File: config.mk
export PLATFORM = sky130hd
export DESIGN_NAME = pwrmgr_top
export DESIGN_NICKNAME = d
export VERILOG_FILES = /design/src/common/pwrmgr_pkg.sv /design/src/rtl/pwrmgr_top.sv
export SDC_FILE = /design/constraint.sdc
export NUM_CORES = 1
export LEC_CHECK = 0
export BUFFER_PORTS_ARGS = -buffer_cell sky130_fd_sc_hd__buf_2
export CAP_MARGIN = 15
export CORE_MARGIN = 4
export CORE_UTILIZATION = 30
export CTS_BUF_LIST = sky130_fd_sc_hd__clkbuf_16
export DETAILED_ROUTE_END_ITERATION = 8
export GPL_ROUTABILITY_DRIVEN = 0
export PLACE_DENSITY = 0.55
export RECOVER_POWER = 100
export SLEW_MARGIN = 20
export SYNTH_ARGS = -nofsm -noshare
export SYNTH_HDL_FRONTEND = slang
export SYNTH_SLANG_ARGS = --single-unit
export TNS_END_PERCENT = 50
File: constraint.sdc
create_clock -name aclk -period 4 [get_ports aclk]
set_input_delay 1.2 -clock aclk [delete_from_list [all_inputs] [get_ports aclk]]
set_output_delay 1.2 -clock aclk [all_outputs]
set_load 0.05 [all_outputs]
File: src/common/pwrmgr_pkg.sv
// constants for the power clock manager block
package pwrmgr_pkg;
  localparam logic [7:0] ADDR_PCER = 8'h10;
  localparam logic [7:0] ADDR_PCDR = 8'h14;
  localparam logic [7:0] ADDR_PCSR = 8'h18;
  localparam logic [7:0] ADDR_CGMR = 8'h20;
  localparam logic [7:0] ADDR_PCR  = 8'h28;
  localparam logic [7:0] ADDR_PMR  = 8'h2c;
  localparam logic [7:0] ADDR_SR   = 8'h30;
  localparam logic [7:0] ADDR_IER  = 8'h34;
  localparam logic [7:0] ADDR_IDR  = 8'h38;
  localparam logic [7:0] ADDR_IMR  = 8'h3c;

  localparam logic [31:0] PCSR_IMPL  = 32'h0007_effc;
  localparam logic [31:0] CGMR_RESET = 32'h0000_0000;
  localparam logic [7:0]  PMR_RESET  = 8'h01;
  localparam logic [31:0] CGMR_MASK  = 32'h3fff_ff77;

  localparam int BYP_BIT = 0;
  localparam int OSCEN_BIT = 1;
  localparam int CKODS_BIT = 2;
  localparam int PRESCALE_LSB = 4;
  localparam int FACTOR_LSB = 8;
  localparam int SOURCE_LSB = 14;
  localparam int OSCNT_LSB = 16;
  localparam int PLLCNT_LSB = 24;
  // power pin setup and power command fields
  localparam int ALWAKE_BIT = 4;
  localparam int ALOFF_BIT = 5;
  localparam int EDGE_LSB = 6;
  localparam int OFF_BIT = 0;
  localparam int ACK_BIT = 1;

  // slow clock tick periods in system clock cycles at 100 MHz
  localparam int CLK_HZ = 100_000_000;
  localparam int SLOW_HZ = 32_768;
  localparam int OSC_DIV = 8;
  localparam int SLOW_CYC = CLK_HZ / SLOW_HZ;
  localparam int OSC_CYC = CLK_HZ / (SLOW_HZ / OSC_DIV);

  localparam logic [1:0] LVL_TRIS = 2'b00;
  localparam logic [1:0] LVL_LOW  = 2'b01;
  localparam logic [1:0] LVL_HIGH = 2'b10;
  localparam logic [1:0] EDGE_POS = 2'b01;
  localparam logic [1:0] EDGE_NEG = 2'b10;
  localparam logic [1:0] EDGE_BOTH = 2'b11;
  localparam logic [1:0] SRC_SLOW = 2'b00;
  localparam logic [1:0] SRC_MAIN = 2'b01;
  localparam logic [1:0] SRC_PLL  = 2'b10;
  localparam logic [1:0] RESP_OK = 2'b00;
  localparam logic [1:0] RESP_ERR = 2'b10;

  typedef enum logic [0:0] {
    PWRMGR_WAKE = 1'b0,
    PWRMGR_OFF  = 1'b1
  } pwrmgr_pin_state_t;
endpackage : pwrmgr_pkg

File: src/rtl/pwrmgr_top.sv
// power clock manager: registers, timers, shut-down pin logic
//
// Contract
// clock status bit reads peripheral running
// bypass bit selects external crystal-input clock
// software never sets enable with bypass
// clock output driven unless disable bit
// prescaler codes divide by power of two
// factor zero stops pll, else times plus one
// source code picks slow, main, pll
// oscillator timer preloads on enable, nonzero
// lock timer preloads on factor write
// software programs lock count two or more
// shutdown command drives shutdown level
// wake ack command drives wake level
// wake ack wins over shutdown
// shutdown level: tri, low, high
// wake level: tri, low, high
// alarm wakes when alarm wake enabled
// alarm shuts down only when wake disabled
// wake edge field picks detected edges
// stable flag set when timer reaches zero
// lock flag set when lock timer zero
// enable register sets mask bits
// disable register clears mask bits
// mask register reads enabled interrupts
// clock enable and disable registers
// reset starts in wake state, tri pin
// interrupt when flag and mask both set
//
// The AXI4-Lite slave port was chosen for this implementation.
`timescale 1ns/1ps
module pwrmgr_top (
  input  wire logic        aclk,
  input  wire logic        aresetn,
  input  wire logic [7:0]  s_axi_awaddr,
  input  wire logic        s_axi_awvalid,
  output logic             s_axi_awready,
  input  wire logic [31:0] s_axi_wdata,
  input  wire logic [3:0]  s_axi_wstrb,
  input  wire logic        s_axi_wvalid,
  output logic             s_axi_wready,
  output logic [1:0]       s_axi_bresp,
  output logic             s_axi_bvalid,
  input  wire logic        s_axi_bready,
  input  wire logic [7:0]  s_axi_araddr,
  input  wire logic        s_axi_arvalid,
  output logic             s_axi_arready,
  output logic [31:0]      s_axi_rdata,
  output logic [1:0]       s_axi_rresp,
  output logic             s_axi_rvalid,
  input  wire logic        s_axi_rready,
  input  wire logic        wake_input_pin,
  input  wire logic        rtc_alarm,
  output logic             power_off_pin_o,
  output logic             power_off_pin_oe_n,
  output logic             clk_out_pin_oe_n,
  output logic             osc_bypass,
  output logic             osc_enable,
  output logic [1:0]       source_sel,
  output logic [2:0]       prescale_sel,
  output logic [5:0]       pll_factor,
  output logic             pll_on,
  output logic [31:0]      periph_clk_on,
  output logic             irq
);
  // write address/data latches
  logic        aw_full, next_aw_full, w_full, next_w_full;
  logic [7:0]  aw_addr, next_aw_addr;
  logic [31:0] w_data, next_w_data;
  logic        bvalid, next_bvalid, rvalid, next_rvalid;
  logic [31:0] rdata, next_rdata;
  logic [1:0]  bresp, next_bresp, rresp, next_rresp;
  logic        wr_go, aw_rdy, w_rdy, ar_rdy;
  logic [31:0] pcsr, next_pcsr, cgmr, next_cgmr;
  logic [7:0]  pmr, next_pmr;
  logic [1:0]  imr, next_imr;
  pwrmgr_pkg::pwrmgr_pin_state_t pin_st, next_pin_st;
  logic        pin_o, next_pin_o, pin_oe_n, next_pin_oe_n;
  logic        ckoe_n, next_ckoe_n, irq_q, next_irq;
  logic [7:0]  osc_cnt, next_osc_cnt;
  logic [7:0]  pll_cnt, next_pll_cnt;
  logic        osc_run, next_osc_run, pll_run, next_pll_run;
  logic        stable, next_stable, locked, next_locked;
  logic [15:0] slow_div, next_slow_div;
  logic [15:0] osc_div, next_osc_div;
  logic        wk_s1, wk_s2, wk_d, al_s1, al_s2, al_d;

  function automatic logic tick(input logic [15:0] cnt, input int period);
    tick = (cnt == 16'(period - 1));
  endfunction : tick
  function automatic logic [1:0] strb_ok(input logic [7:0] a);
    strb_ok = (a == pwrmgr_pkg::ADDR_PCER || a == pwrmgr_pkg::ADDR_PCDR ||
               a == pwrmgr_pkg::ADDR_CGMR || a == pwrmgr_pkg::ADDR_PCR ||
               a == pwrmgr_pkg::ADDR_PMR || a == pwrmgr_pkg::ADDR_IER ||
               a == pwrmgr_pkg::ADDR_IDR) ? pwrmgr_pkg::RESP_OK
                                          : pwrmgr_pkg::RESP_ERR;
  endfunction : strb_ok
  // pin inputs pass two flops
  always_ff @(posedge aclk) begin
    if (!aresetn) begin
      {wk_s1, wk_s2, wk_d, al_s1, al_s2, al_d} <= '0;
    end else begin
      wk_s1 <= wake_input_pin;
      wk_s2 <= wk_s1;
      wk_d  <= wk_s2;
      al_s1 <= rtc_alarm;
      al_s2 <= al_s1;
      al_d  <= al_s2;
    end
  end

  logic wk_rise, wk_fall, wake_edge, alarm_ev;
  always_comb begin
    wk_rise = wk_s2 & ~wk_d;
    wk_fall = ~wk_s2 & wk_d;
    alarm_ev = al_s2 & ~al_d;
    case (pmr[pwrmgr_pkg::EDGE_LSB +: 2])
      pwrmgr_pkg::EDGE_POS:  wake_edge = wk_rise;
      pwrmgr_pkg::EDGE_NEG:  wake_edge = wk_fall;
      pwrmgr_pkg::EDGE_BOTH: wake_edge = wk_rise | wk_fall;
      default:               wake_edge = 1'b0;
    endcase
  end
  assign wr_go = aw_full & w_full & ~bvalid;
  // bus slave: writes take address and data in either order
  always_comb begin
    next_aw_full = aw_full;
    next_aw_addr = aw_addr;
    next_w_full  = w_full;
    next_w_data  = w_data;
    next_bvalid  = bvalid;
    next_bresp   = bresp;
    next_rvalid  = rvalid;
    next_rdata   = rdata;
    next_rresp   = rresp;
    if (s_axi_awvalid && !aw_full) begin
      next_aw_full = 1'b1;
      next_aw_addr = s_axi_awaddr;
    end
    if (s_axi_wvalid && !w_full) begin
      next_w_full = 1'b1;
      next_w_data = s_axi_wdata;
    end
    if (wr_go) begin
      next_aw_full = 1'b0;
      next_w_full  = 1'b0;
      next_bvalid  = 1'b1;
      next_bresp   = strb_ok(aw_addr);
    end else if (bvalid && s_axi_bready) begin
      next_bvalid = 1'b0;
    end
    if (rvalid && s_axi_rready) begin
      next_rvalid = 1'b0;
    end else if (s_axi_arvalid && !rvalid) begin
      next_rvalid = 1'b1;
      next_rresp  = pwrmgr_pkg::RESP_OK;
      case (s_axi_araddr)
        pwrmgr_pkg::ADDR_PCSR: next_rdata = pcsr;
        pwrmgr_pkg::ADDR_CGMR: next_rdata = cgmr;
        pwrmgr_pkg::ADDR_PMR:  next_rdata = {24'h00_0000, pmr};
        pwrmgr_pkg::ADDR_SR:   next_rdata = {30'h0, locked, stable};
        pwrmgr_pkg::ADDR_IMR:  next_rdata = {30'h0, imr};
        default: begin
          next_rdata = 32'h0000_0000;
          next_rresp = pwrmgr_pkg::RESP_ERR;
        end
      endcase
    end
  end
  // register writes and their side effects
  logic [31:0] wd;
  logic        factor_wr, osc_set;
  always_comb begin
    wd = w_data;
    next_pcsr = pcsr;
    next_cgmr = cgmr;
    next_pmr  = pmr;
    next_imr  = imr;
    next_pin_st = pin_st;
    factor_wr = 1'b0;
    osc_set   = 1'b0;
    if (wr_go && s_axi_wstrb == 4'hf) begin
      case (aw_addr)
        pwrmgr_pkg::ADDR_PCER:
          next_pcsr = pcsr | (wd & pwrmgr_pkg::PCSR_IMPL);
        pwrmgr_pkg::ADDR_PCDR:
          next_pcsr = pcsr & ~(wd & pwrmgr_pkg::PCSR_IMPL);
        pwrmgr_pkg::ADDR_CGMR: begin
          next_cgmr = wd & pwrmgr_pkg::CGMR_MASK;
          factor_wr = 1'b1;
          osc_set = wd[pwrmgr_pkg::OSCEN_BIT] & ~cgmr[pwrmgr_pkg::OSCEN_BIT];
        end
        pwrmgr_pkg::ADDR_PMR: next_pmr = wd[7:0];
        pwrmgr_pkg::ADDR_PCR: begin
          if (wd[pwrmgr_pkg::OFF_BIT]) next_pin_st = pwrmgr_pkg::PWRMGR_OFF;
          if (wd[pwrmgr_pkg::ACK_BIT]) next_pin_st = pwrmgr_pkg::PWRMGR_WAKE;
        end
        pwrmgr_pkg::ADDR_IER: next_imr = imr | wd[1:0];
        pwrmgr_pkg::ADDR_IDR: next_imr = imr & ~wd[1:0];
        default: ;
      endcase
    end
    if (wake_edge || (alarm_ev && pmr[pwrmgr_pkg::ALWAKE_BIT])) begin
      next_pin_st = pwrmgr_pkg::PWRMGR_WAKE;
    end else if (alarm_ev && pmr[pwrmgr_pkg::ALOFF_BIT]) begin
      next_pin_st = pwrmgr_pkg::PWRMGR_OFF;
    end
  end

  // pin level from state and selection fields
  logic [1:0] lvl;
  always_comb begin
    lvl = (next_pin_st == pwrmgr_pkg::PWRMGR_OFF) ? next_pmr[1:0]
                                                  : next_pmr[3:2];
    next_pin_oe_n = 1'b1;
    next_pin_o = 1'b0;
    case (lvl)
      pwrmgr_pkg::LVL_LOW: next_pin_oe_n = 1'b0;
      pwrmgr_pkg::LVL_HIGH: begin
        next_pin_oe_n = 1'b0;
        next_pin_o = 1'b1;
      end
      default: ;
    endcase
    next_ckoe_n = next_cgmr[pwrmgr_pkg::CKODS_BIT];
    next_irq = |({next_locked, next_stable} & next_imr);
  end

  // start-up down-counter on every 8th slow clock tick, lock down-counter on slow clock ticks
  logic [5:0] nmul;
  logic       next_oscen;
  always_comb begin
    nmul = next_cgmr[pwrmgr_pkg::FACTOR_LSB +: 6];
    next_oscen = next_cgmr[pwrmgr_pkg::OSCEN_BIT];
    next_slow_div = tick(slow_div, pwrmgr_pkg::SLOW_CYC) ? 16'h0000
                                                         : slow_div + 16'h0001;
    next_osc_div = tick(osc_div, pwrmgr_pkg::OSC_CYC) ? 16'h0000
                                                      : osc_div + 16'h0001;
    next_osc_cnt = osc_cnt;
    next_osc_run = osc_run;
    next_stable  = stable;
    next_pll_cnt = pll_cnt;
    next_pll_run = pll_run;
    next_locked  = locked;
    if (osc_run && tick(osc_div, pwrmgr_pkg::OSC_CYC)) begin
      next_osc_cnt = osc_cnt - 8'h01;
      if (osc_cnt == 8'h01) begin
        next_osc_run = 1'b0;
        next_stable = 1'b1;
      end
    end
    if (osc_set && next_cgmr[pwrmgr_pkg::OSCNT_LSB +: 8] != 8'h00) begin
      next_osc_cnt = next_cgmr[pwrmgr_pkg::OSCNT_LSB +: 8];
      next_osc_run = 1'b1;
      next_stable = 1'b0;
      next_osc_div = 16'h0000;
    end
    if (!next_oscen) begin
      next_osc_run = 1'b0;
      next_stable = 1'b0;
    end
    if (pll_run && tick(slow_div, pwrmgr_pkg::SLOW_CYC)) begin
      next_pll_cnt = pll_cnt - 8'h01;
      if (pll_cnt == 8'h01) begin
        next_pll_run = 1'b0;
        next_locked = 1'b1;
      end
    end
    if (factor_wr && nmul != 6'h00 &&
        next_cgmr[pwrmgr_pkg::PLLCNT_LSB +: 6] != 6'h00) begin
      next_pll_cnt = {2'b00, next_cgmr[pwrmgr_pkg::PLLCNT_LSB +: 6]};
      next_pll_run = 1'b1;
      next_locked = 1'b0;
      next_slow_div = 16'h0000;
    end
    if (nmul == 6'h00 || !next_oscen && !next_cgmr[pwrmgr_pkg::BYP_BIT] ||
        !next_stable && !next_cgmr[pwrmgr_pkg::BYP_BIT]) begin
      next_locked = 1'b0;
      if (nmul == 6'h00) next_pll_run = 1'b0;
    end
  end

  always_ff @(posedge aclk) begin
    if (!aresetn) begin
      aw_full <= 1'b0;
      w_full <= 1'b0;
      aw_addr <= 8'h00;
      w_data <= 32'h0000_0000;
      bvalid <= 1'b0;
      bresp <= 2'b00;
      rvalid <= 1'b0;
      rdata <= 32'h0000_0000;
      rresp <= 2'b00;
      aw_rdy <= 1'b1;
      w_rdy <= 1'b1;
      ar_rdy <= 1'b1;
      pcsr <= 32'h0000_0000;
      cgmr <= pwrmgr_pkg::CGMR_RESET;
      pmr <= pwrmgr_pkg::PMR_RESET;
      imr <= 2'b00;
      pin_st <= pwrmgr_pkg::PWRMGR_WAKE;
      pin_o <= 1'b0;
      pin_oe_n <= 1'b1;
      ckoe_n <= 1'b0;
      irq_q <= 1'b0;
      osc_cnt <= 8'h00;
      pll_cnt <= 8'h00;
      osc_run <= 1'b0;
      pll_run <= 1'b0;
      stable <= 1'b0;
      locked <= 1'b0;
      slow_div <= 16'h0000;
      osc_div <= 16'h0000;
    end else begin
      aw_full <= next_aw_full;
      w_full <= next_w_full;
      aw_addr <= next_aw_addr;
      w_data <= next_w_data;
      bvalid <= next_bvalid;
      bresp <= next_bresp;
      rvalid <= next_rvalid;
      rdata <= next_rdata;
      rresp <= next_rresp;
      aw_rdy <= ~next_aw_full;
      w_rdy <= ~next_w_full;
      ar_rdy <= ~next_rvalid;
      pcsr <= next_pcsr;
      cgmr <= next_cgmr;
      pmr <= next_pmr;
      imr <= next_imr;
      pin_st <= next_pin_st;
      pin_o <= next_pin_o;
      pin_oe_n <= next_pin_oe_n;
      ckoe_n <= next_ckoe_n;
      irq_q <= next_irq;
      osc_cnt <= next_osc_cnt;
      pll_cnt <= next_pll_cnt;
      osc_run <= next_osc_run;
      pll_run <= next_pll_run;
      stable <= next_stable;
      locked <= next_locked;
      slow_div <= next_slow_div;
      osc_div <= next_osc_div;
    end
  end

  assign s_axi_awready = aw_rdy;
  assign s_axi_wready  = w_rdy;
  assign s_axi_bvalid  = bvalid;
  assign s_axi_bresp   = bresp;
  assign s_axi_arready = ar_rdy;
  assign s_axi_rvalid  = rvalid;
  assign s_axi_rdata   = rdata;
  assign s_axi_rresp   = rresp;
  assign power_off_pin_o    = pin_o;
  assign power_off_pin_oe_n = pin_oe_n;
  assign clk_out_pin_oe_n   = ckoe_n;
  assign osc_bypass   = cgmr[pwrmgr_pkg::BYP_BIT];
  assign osc_enable   = cgmr[pwrmgr_pkg::OSCEN_BIT];
  assign source_sel   = cgmr[pwrmgr_pkg::SOURCE_LSB +: 2];
  assign prescale_sel = cgmr[pwrmgr_pkg::PRESCALE_LSB +: 3];
  assign pll_factor   = cgmr[pwrmgr_pkg::FACTOR_LSB +: 6];
  assign pll_on       = locked;
  assign periph_clk_on = pcsr;
  assign irq = irq_q;

  a_irq_follows: assert property (@(posedge aclk) disable iff (!aresetn)
    irq == |({locked, stable} & imr))
    else $error("irq does not follow flags and mask");
  a_ier_sets: assert property (@(posedge aclk) disable iff (!aresetn)
    wr_go && aw_addr == pwrmgr_pkg::ADDR_IER && s_axi_wstrb == 4'hf
    |=> (imr & $past(w_data[1:0])) == $past(w_data[1:0]))
    else $error("enable write did not set mask");
  a_idr_clears: assert property (@(posedge aclk) disable iff (!aresetn)
    wr_go && aw_addr == pwrmgr_pkg::ADDR_IDR && s_axi_wstrb == 4'hf
    |=> (imr & $past(w_data[1:0])) == 2'b00)
    else $error("disable write did not clear mask");
  a_ack_wins: assert property (@(posedge aclk) disable iff (!aresetn)
    wr_go && aw_addr == pwrmgr_pkg::ADDR_PCR && s_axi_wstrb == 4'hf &&
    w_data[pwrmgr_pkg::ACK_BIT] && !wake_edge && !alarm_ev
    |=> pin_st == pwrmgr_pkg::PWRMGR_WAKE)
    else $error("wake ack lost");
  a_stable_off: assert property (@(posedge aclk) disable iff (!aresetn)
    !cgmr[pwrmgr_pkg::OSCEN_BIT] |-> !stable)
    else $error("stable while oscillator off");
  a_lock_nomul: assert property (@(posedge aclk) disable iff (!aresetn)
    cgmr[pwrmgr_pkg::FACTOR_LSB +: 6] == 6'h00 |-> !locked)
    else $error("locked with pll off");
  a_pcsr_impl: assert property (@(posedge aclk) disable iff (!aresetn)
    (pcsr & ~pwrmgr_pkg::PCSR_IMPL) == 32'h0000_0000)
    else $error("unimplemented clock bit set");
  a_ckout_oe: assert property (@(posedge aclk) disable iff (!aresetn)
    clk_out_pin_oe_n == cgmr[pwrmgr_pkg::CKODS_BIT])
    else $error("clock output enable wrong");
  c_lock: cover property (@(posedge aclk) disable iff (!aresetn)
    $rose(locked));
  c_stable: cover property (@(posedge aclk) disable iff (!aresetn)
    $rose(stable));
  c_off: cover property (@(posedge aclk) disable iff (!aresetn)
    $rose(pin_st));
endmodule : pwrmgr_top

==> results.cfg, run 1 <==
[status]
status = complete, no violations

[die]
dieArea_um2 = 30200
die_h_um = 174
ioPinCount = 152
start_util = 0.305
core-area_um2 = 27000
die_w_um = 174
rows = 60

[synth]
synth_compound_area_frac = 0.145
netlist_instances = 964
postSynth.asyncResetShare = 0
ys_seq_area_frac = 0.468
synth_top_area_share = 0.468
synth_xor_xnor_area_share = 0.0393
ys_types = 61
synth_edf_count = 0
yosys_most_used_dff = dfxtp_1
synth_mux_area_frac = 0.0337
synth_top_family_by_area = simple AND/OR/NAND/NOR gates
ys_ff_latch = 193
avgSynthCellArea_um2 = 8.56
synthAdderAreaFrac = 0.0167
synthSimpleGateAreaFrac = 0.232
yosys_warnings = 0
synthTopCellsByArea = dfxtp_1, nand2_1, a21oi_1
netlist_area_um2 = 8250
synth.largest_area_cell = dfxtp_1

[global_route]
grt_pass1_wl_um = 35400
gr-total-overflow = 0
track_usage = 0.144
grt_max_degree = 53
antenna_found_initial = 2
grt_pass1_vias = 6593

[clocking]
cts_max_level = 4
cts_tree = done
worstSkewPairLatency_ns = 0.44
numCtsBuffers = 17
cts_sinks = 193
cts.clk_slew.worst_paths_ns = 0.07
holdBufCountCts = 0
clk_path_buf_depth = 2
cts_resized = 0
root_buffer = clkbuf_16
postCtsSetupBuffers = 0

[worst_setup_path]
slowest_stage = nor4bb_4
rr_worst_depth = 10
crit_path_start_kind = input pin
crit_type = in -> reg
critPathRequiredTime_ns = 4.37
crit_path_max_incr_delay_ns = 0.67
worstPathCellList = buf_2, nor4_1, nor4bb_4, clkbuf_1, a22oi_1, a2bb2oi_1, nor2_1
arrival_ns = 3.53
r2r_slack_ns = 1.29
crit_fanout = 10
worst_setup_path_end_kind = flip-flop

[power_and_ir_drop]
irDropWorstVdd_v = 0.000291
p_leak_nw = 3.61
power_density_nw_per_um2 = 414

[sta]
rsz0062_at_grt = no
tightest_slew_ns = 1.41
period_share = 0.789
slew_headroom = 0.0568
setup_tns_ns = 0
setup_viol = 0
finalCriticalPeriod_ns = 3.16
drv_slew = 0
fin_ws_ns = 0.843
hold_viol_final = 0
fmax_mhz = 317
fin_skew_ns = 0.0124

[min_path]
min_delay_path_depth = 1
min_path_type = reg -> reg

[route]
via_count = 6864
routedWlPerCell_um = 15.6
ant_nets = 0
dr.pass1.iters = 5
remaining_drc_errors = 0
finalWirelength_um = 22100
drt_iter0_markers = 442
drt-vias-per-instance = 4.83

[finish]
fillers = 2855
area_growth_pct = 15.7
drive_above_1_share = 0.110
fin_cells = 1420
layout.nets = 1137
layout_common_cells = dfxtp_1, nand2_1, nor2_1, a21oi_1, clkbuf_1
final_common_cell = dfxtp_1

[placed_design]
place_ws_ns = 0.617
dp_hpwl_um = 15500
io_buffer_count = 129
dpl.cell_count = 1387

[flow_run]
cap_violations = 0
where the power goes:
group	switching, mW	leakage, nW	internal (mW)
logic	0.194	1.76	0.0763
clock network	0.802	0.283	0.879
registers	0.0376	1.56	1.96
total	1.03	3.61	2.91
routing by layer:
metal  vias up  global-route usage  share of wire
met1      3204               0.192           0.47
met2       160               0.234           0.46
met3        26              0.0334          0.054
met4         2              0.0439          0.017
li1       3472                   -              -
met5         -                   0        0.00059
sequential cells by signal, indices dropped and copies added, names as in the netlist, 2 cells and up, named ones only:
register     cells
s_axi_rdata     30
w_data          30
cgmr            28
osc_div         16
slow_div        16
aw_addr          8
osc_cnt          8
pll_cnt          8
pmr              8
imr              2
cells in the mapped netlist (11+ instances only):
cell type  instances
inv_1             22
a21oi_1           94
nor2_1           101
nand3_1           37
ha_1              11
nor2b_1           14
dfxtp_1          193
a2bb2oi_1         16
o21ai_0           18
buf_4             33
mux2i_1           21
xor2_1            17
nand2_1          168
xnor2_1           20
a22oi_1           14
clkbuf_1          35
a311oi_1          16
worst paths after layout:
kind	startpoint	end
worst max register to register	wk_s2$_SDFF_PN0_	power_off_pin_oe_n$_SDFF_PN1_
worst max-delay path	s_axi_araddr[1]	s_axi_rdata[11]$_SDFFE_PN0P_
worst min register to register	wk_s1$_SDFF_PN0_	wk_s2$_SDFF_PN0_
worst min-delay path	wk_s1$_SDFF_PN0_	wk_s2$_SDFF_PN0_
kinds of logic (layout without fill, tap and decap cells):
kind of cell	count (synthesis)	after routing
and+or+nand+nor	402	402
DFF	193	193
AOI/OAI and AO/OA	189	189
buffers and inverters	106	201
xor gates and xnor gates	37	37
muxes	25	25
adders and majority gates	11	11
other	1	21
area by class of cell:
cell class | count | area (um2) | share of cell area
multi-input combinational | 684 | 3930 | 0.411
clock inverter | 15 | 151 | 0.0159
sequential | 193 | 3860 | 0.405
clock buffer | 17 | 425 | 0.0446
inverter | 23 | 88.8 | 0.00931
antenna | 1 | 2.50 | 0.000262
timing repair buffer | 146 | 659 | 0.0691
tap | 341 | 427 | 0.0447
critical path, delay by kind of cell:
family	cells	cell delay [ns]
and+or+nand+nor	3	1.40
buffers and inverters	2	0.60
AOI/OAI and AO/OA	2	0.31
per-stage QoR:
step / utilization / area [um2] / power (mW) / hold WS [ns]
finish: 0.353 / 9550 / 3.95 / 0.434
global route: 0.353 / 9550 / 4.10 / 0.453
global placement: 0.337 / 9110 / 2.32 / 0.423
detailed placement: 0.337 / 9110 / 2.32 / 0.423
floorplan: - / 8320 / 2.24 / 0.412
CTS: 0.358 / 9690 / 4.00 / 0.439
Power figures use the tool's default switching activity.
==> inputs of run 2 (changes only) <==
Settings changed: PLACE_DENSITY 0.55 to 0.57.
Clock period 4 ns to 2.7 ns, I/O delays scaled along.
==> run 2 against run 1 <==
Net effect:
- the run now ends with capacitance limit, slew limit left
- setup slack got worse by 0.64 ns
- final area increased by 1.2%
- global-route usage increased by 0.074 points
- via count increased by 1.2%
- total power increased by 47%
- die area unchanged
- sequential power increased by 48%
- clock skew increased by 0.0017 ns
- critical path depth increased by 3
- critical endpoint is now power_off_pin_oe_n$_SDFF_PN1_
- clock power increased by 45%
- worst hold slack improved by 0.0045 ns
- sequential cell count unchanged
==> results.cfg, run 2 (synthesis gave the netlist of run 1 again) <==
[status]
status = finished with violations
violations = capacitance limit, slew limit

[global_route]
grt_max_degree = 36
gr-total-overflow = 0
grt_pass1_vias = 6719
grt_pass1_wl_um = 35700
antenna_found_initial = 1
track_usage = 0.145

[sta]
fin_skew_ns = 0.0141
setup_viol = 0
period_share = 0.926
tightest_slew_ns = 1.70
finalCriticalPeriod_ns = 2.50
drv_slew = 31
setup_tns_ns = 0
slew_headroom = -0.135
hold_slack_ns = 0.438
hold_viol_final = 0
fmax_mhz = 400
rsz0062_at_grt = no

[die]
die_w_um = 174
start_util = 0.305
dieArea_um2 = 30200
ioPinCount = 152
core-area_um2 = 27000
die_h_um = 174
rows = 60

[worst_setup_path]
r2r-start = wk_s2$_SDFF_PN0_
endpoint = power_off_pin_oe_n$_SDFF_PN1_
critPathRequiredTime_ns = 3.02
arrival_ns = 2.82
crit_type = reg -> reg
rr_worst_depth = 10
worst_setup_path_end_kind = flip-flop
r2r_slack_ns = 0.20
critPathLaunch = wk_s2$_SDFF_PN0_
rr_endpoint = power_off_pin_oe_n$_SDFF_PN1_
crit_path_start_kind = flip-flop
crit_fanout = 2

[clocking]
cts_max_level = 4
clk_path_buf_depth = 2
root_buffer = clkbuf_16
cts_sinks = 193
cts_resized = 0
holdBufCountCts = 0
cts_tree = done
worstSkewPairLatency_ns = 0.43
cts.clk_slew.worst_paths_ns = 0.08
numCtsBuffers = 17
postCtsSetupBuffers = 0

[route]
drt-vias-per-instance = 4.82
via_count = 6943
drt_iter0_markers = 551
dr.pass1.iters = 5
routedWlPerCell_um = 15.5
finalWirelength_um = 22400
remaining_drc_errors = 0
ant_nets = 0

[flow_run]
cap_violations = 1

[finish]
final_common_cell = dfxtp_1
area_growth_pct = 17.1
layout_common_cells = dfxtp_1, nand2_1, nor2_1, a21oi_1, clkbuf_1
layout.nets = 1156
drive_above_1_share = 0.122

[power_and_ir_drop]
total_power_mw = 5.80
power_density_nw_per_um2 = 600
p_leak_nw = 3.68
irDropWorstVdd_v = 0.000402

[placed_design]
dp_hpwl_um = 16000
io_buffer_count = 129

[min_path]
min_path_type = reg -> reg
run 2: worst max-delay path, stage by stage, from the launching register on:
cell and delay (ns):
dfxtp_1 0.34, inv_1 0.06, ha_1 0.27, nor2b_1 0.04
o21ai_0 0.19, o211ai_1 0.16, a31o_2 0.25, o22ai_2 0.13
mux4_2 0.53, ha_1 0.29, nand2b_1 0.13
run 2: report_power, final:
| group | internal [mW] | switching, mW |
|---|---|---|
| registers | 2.90 | 0.0562 |
| logic | 0.120 | 0.290 |
| clock network | 1.28 | 1.15 |
run 2: worst min path at each step:
stage / slack, ns / endpoint / cells after the start / start
global route: 0.47 / wk_s2$_SDFF_PN0_ / 1 / wk_s1$_SDFF_PN0_
CTS: 0.44 / wk_s2$_SDFF_PN0_ / 1 / wk_s1$_SDFF_PN0_
finish: 0.44 / wk_s2$_SDFF_PN0_ / 1 / wk_s1$_SDFF_PN0_
global placement: 0.43 / al_s2$_SDFF_PN0_ / 1 / al_s1$_SDFF_PN0_
detailed placement: 0.43 / wk_s2$_SDFF_PN0_ / 1 / wk_s1$_SDFF_PN0_
floorplan: 0.41 / al_s2$_SDFF_PN0_ / 1 / al_s1$_SDFF_PN0_
run 2: stage by stage:
stage | area [um2] | std cells | worst slack [ns] | utilization
3_3_place_gp | 9280 | 1406 | -0.0497 | 0.343
2_1_floorplan | 8330 | 983 | 0.00209 | -
3_5_place_dp | 9280 | 1406 | -0.0655 | 0.343
6_report | 9660 | 1439 | 0.199 | 0.358
5_1_grt | 9660 | 1439 | 0.0376 | 0.358
4_1_cts | 9840 | 1438 | 0.192 | 0.364
run 2: area by class of cell:
class | count | area, um2
Tap cell | 341 | 427
Antenna cell | 1 | 2.50
Clock buffer | 17 | 425
Inverter | 23 | 88.8
Clock inverter | 15 | 138
Sequential cell | 193 | 3860
Fill cell | 2898 | 17400
Timing Repair Buffer | 165 | 810
Multi-Input combinational cell | 684 | 3910
run 2: layer usage:
metal  routed length (um)  vias up  GRT usage  part of all wire
met5                    0        -          0                 0
met4                  212        0     0.0294            0.0095
met3                 1120       13     0.0336             0.050
met2                10200      160      0.235              0.46
met1                10800     3259      0.200              0.48
li1                     -     3511          -                 -
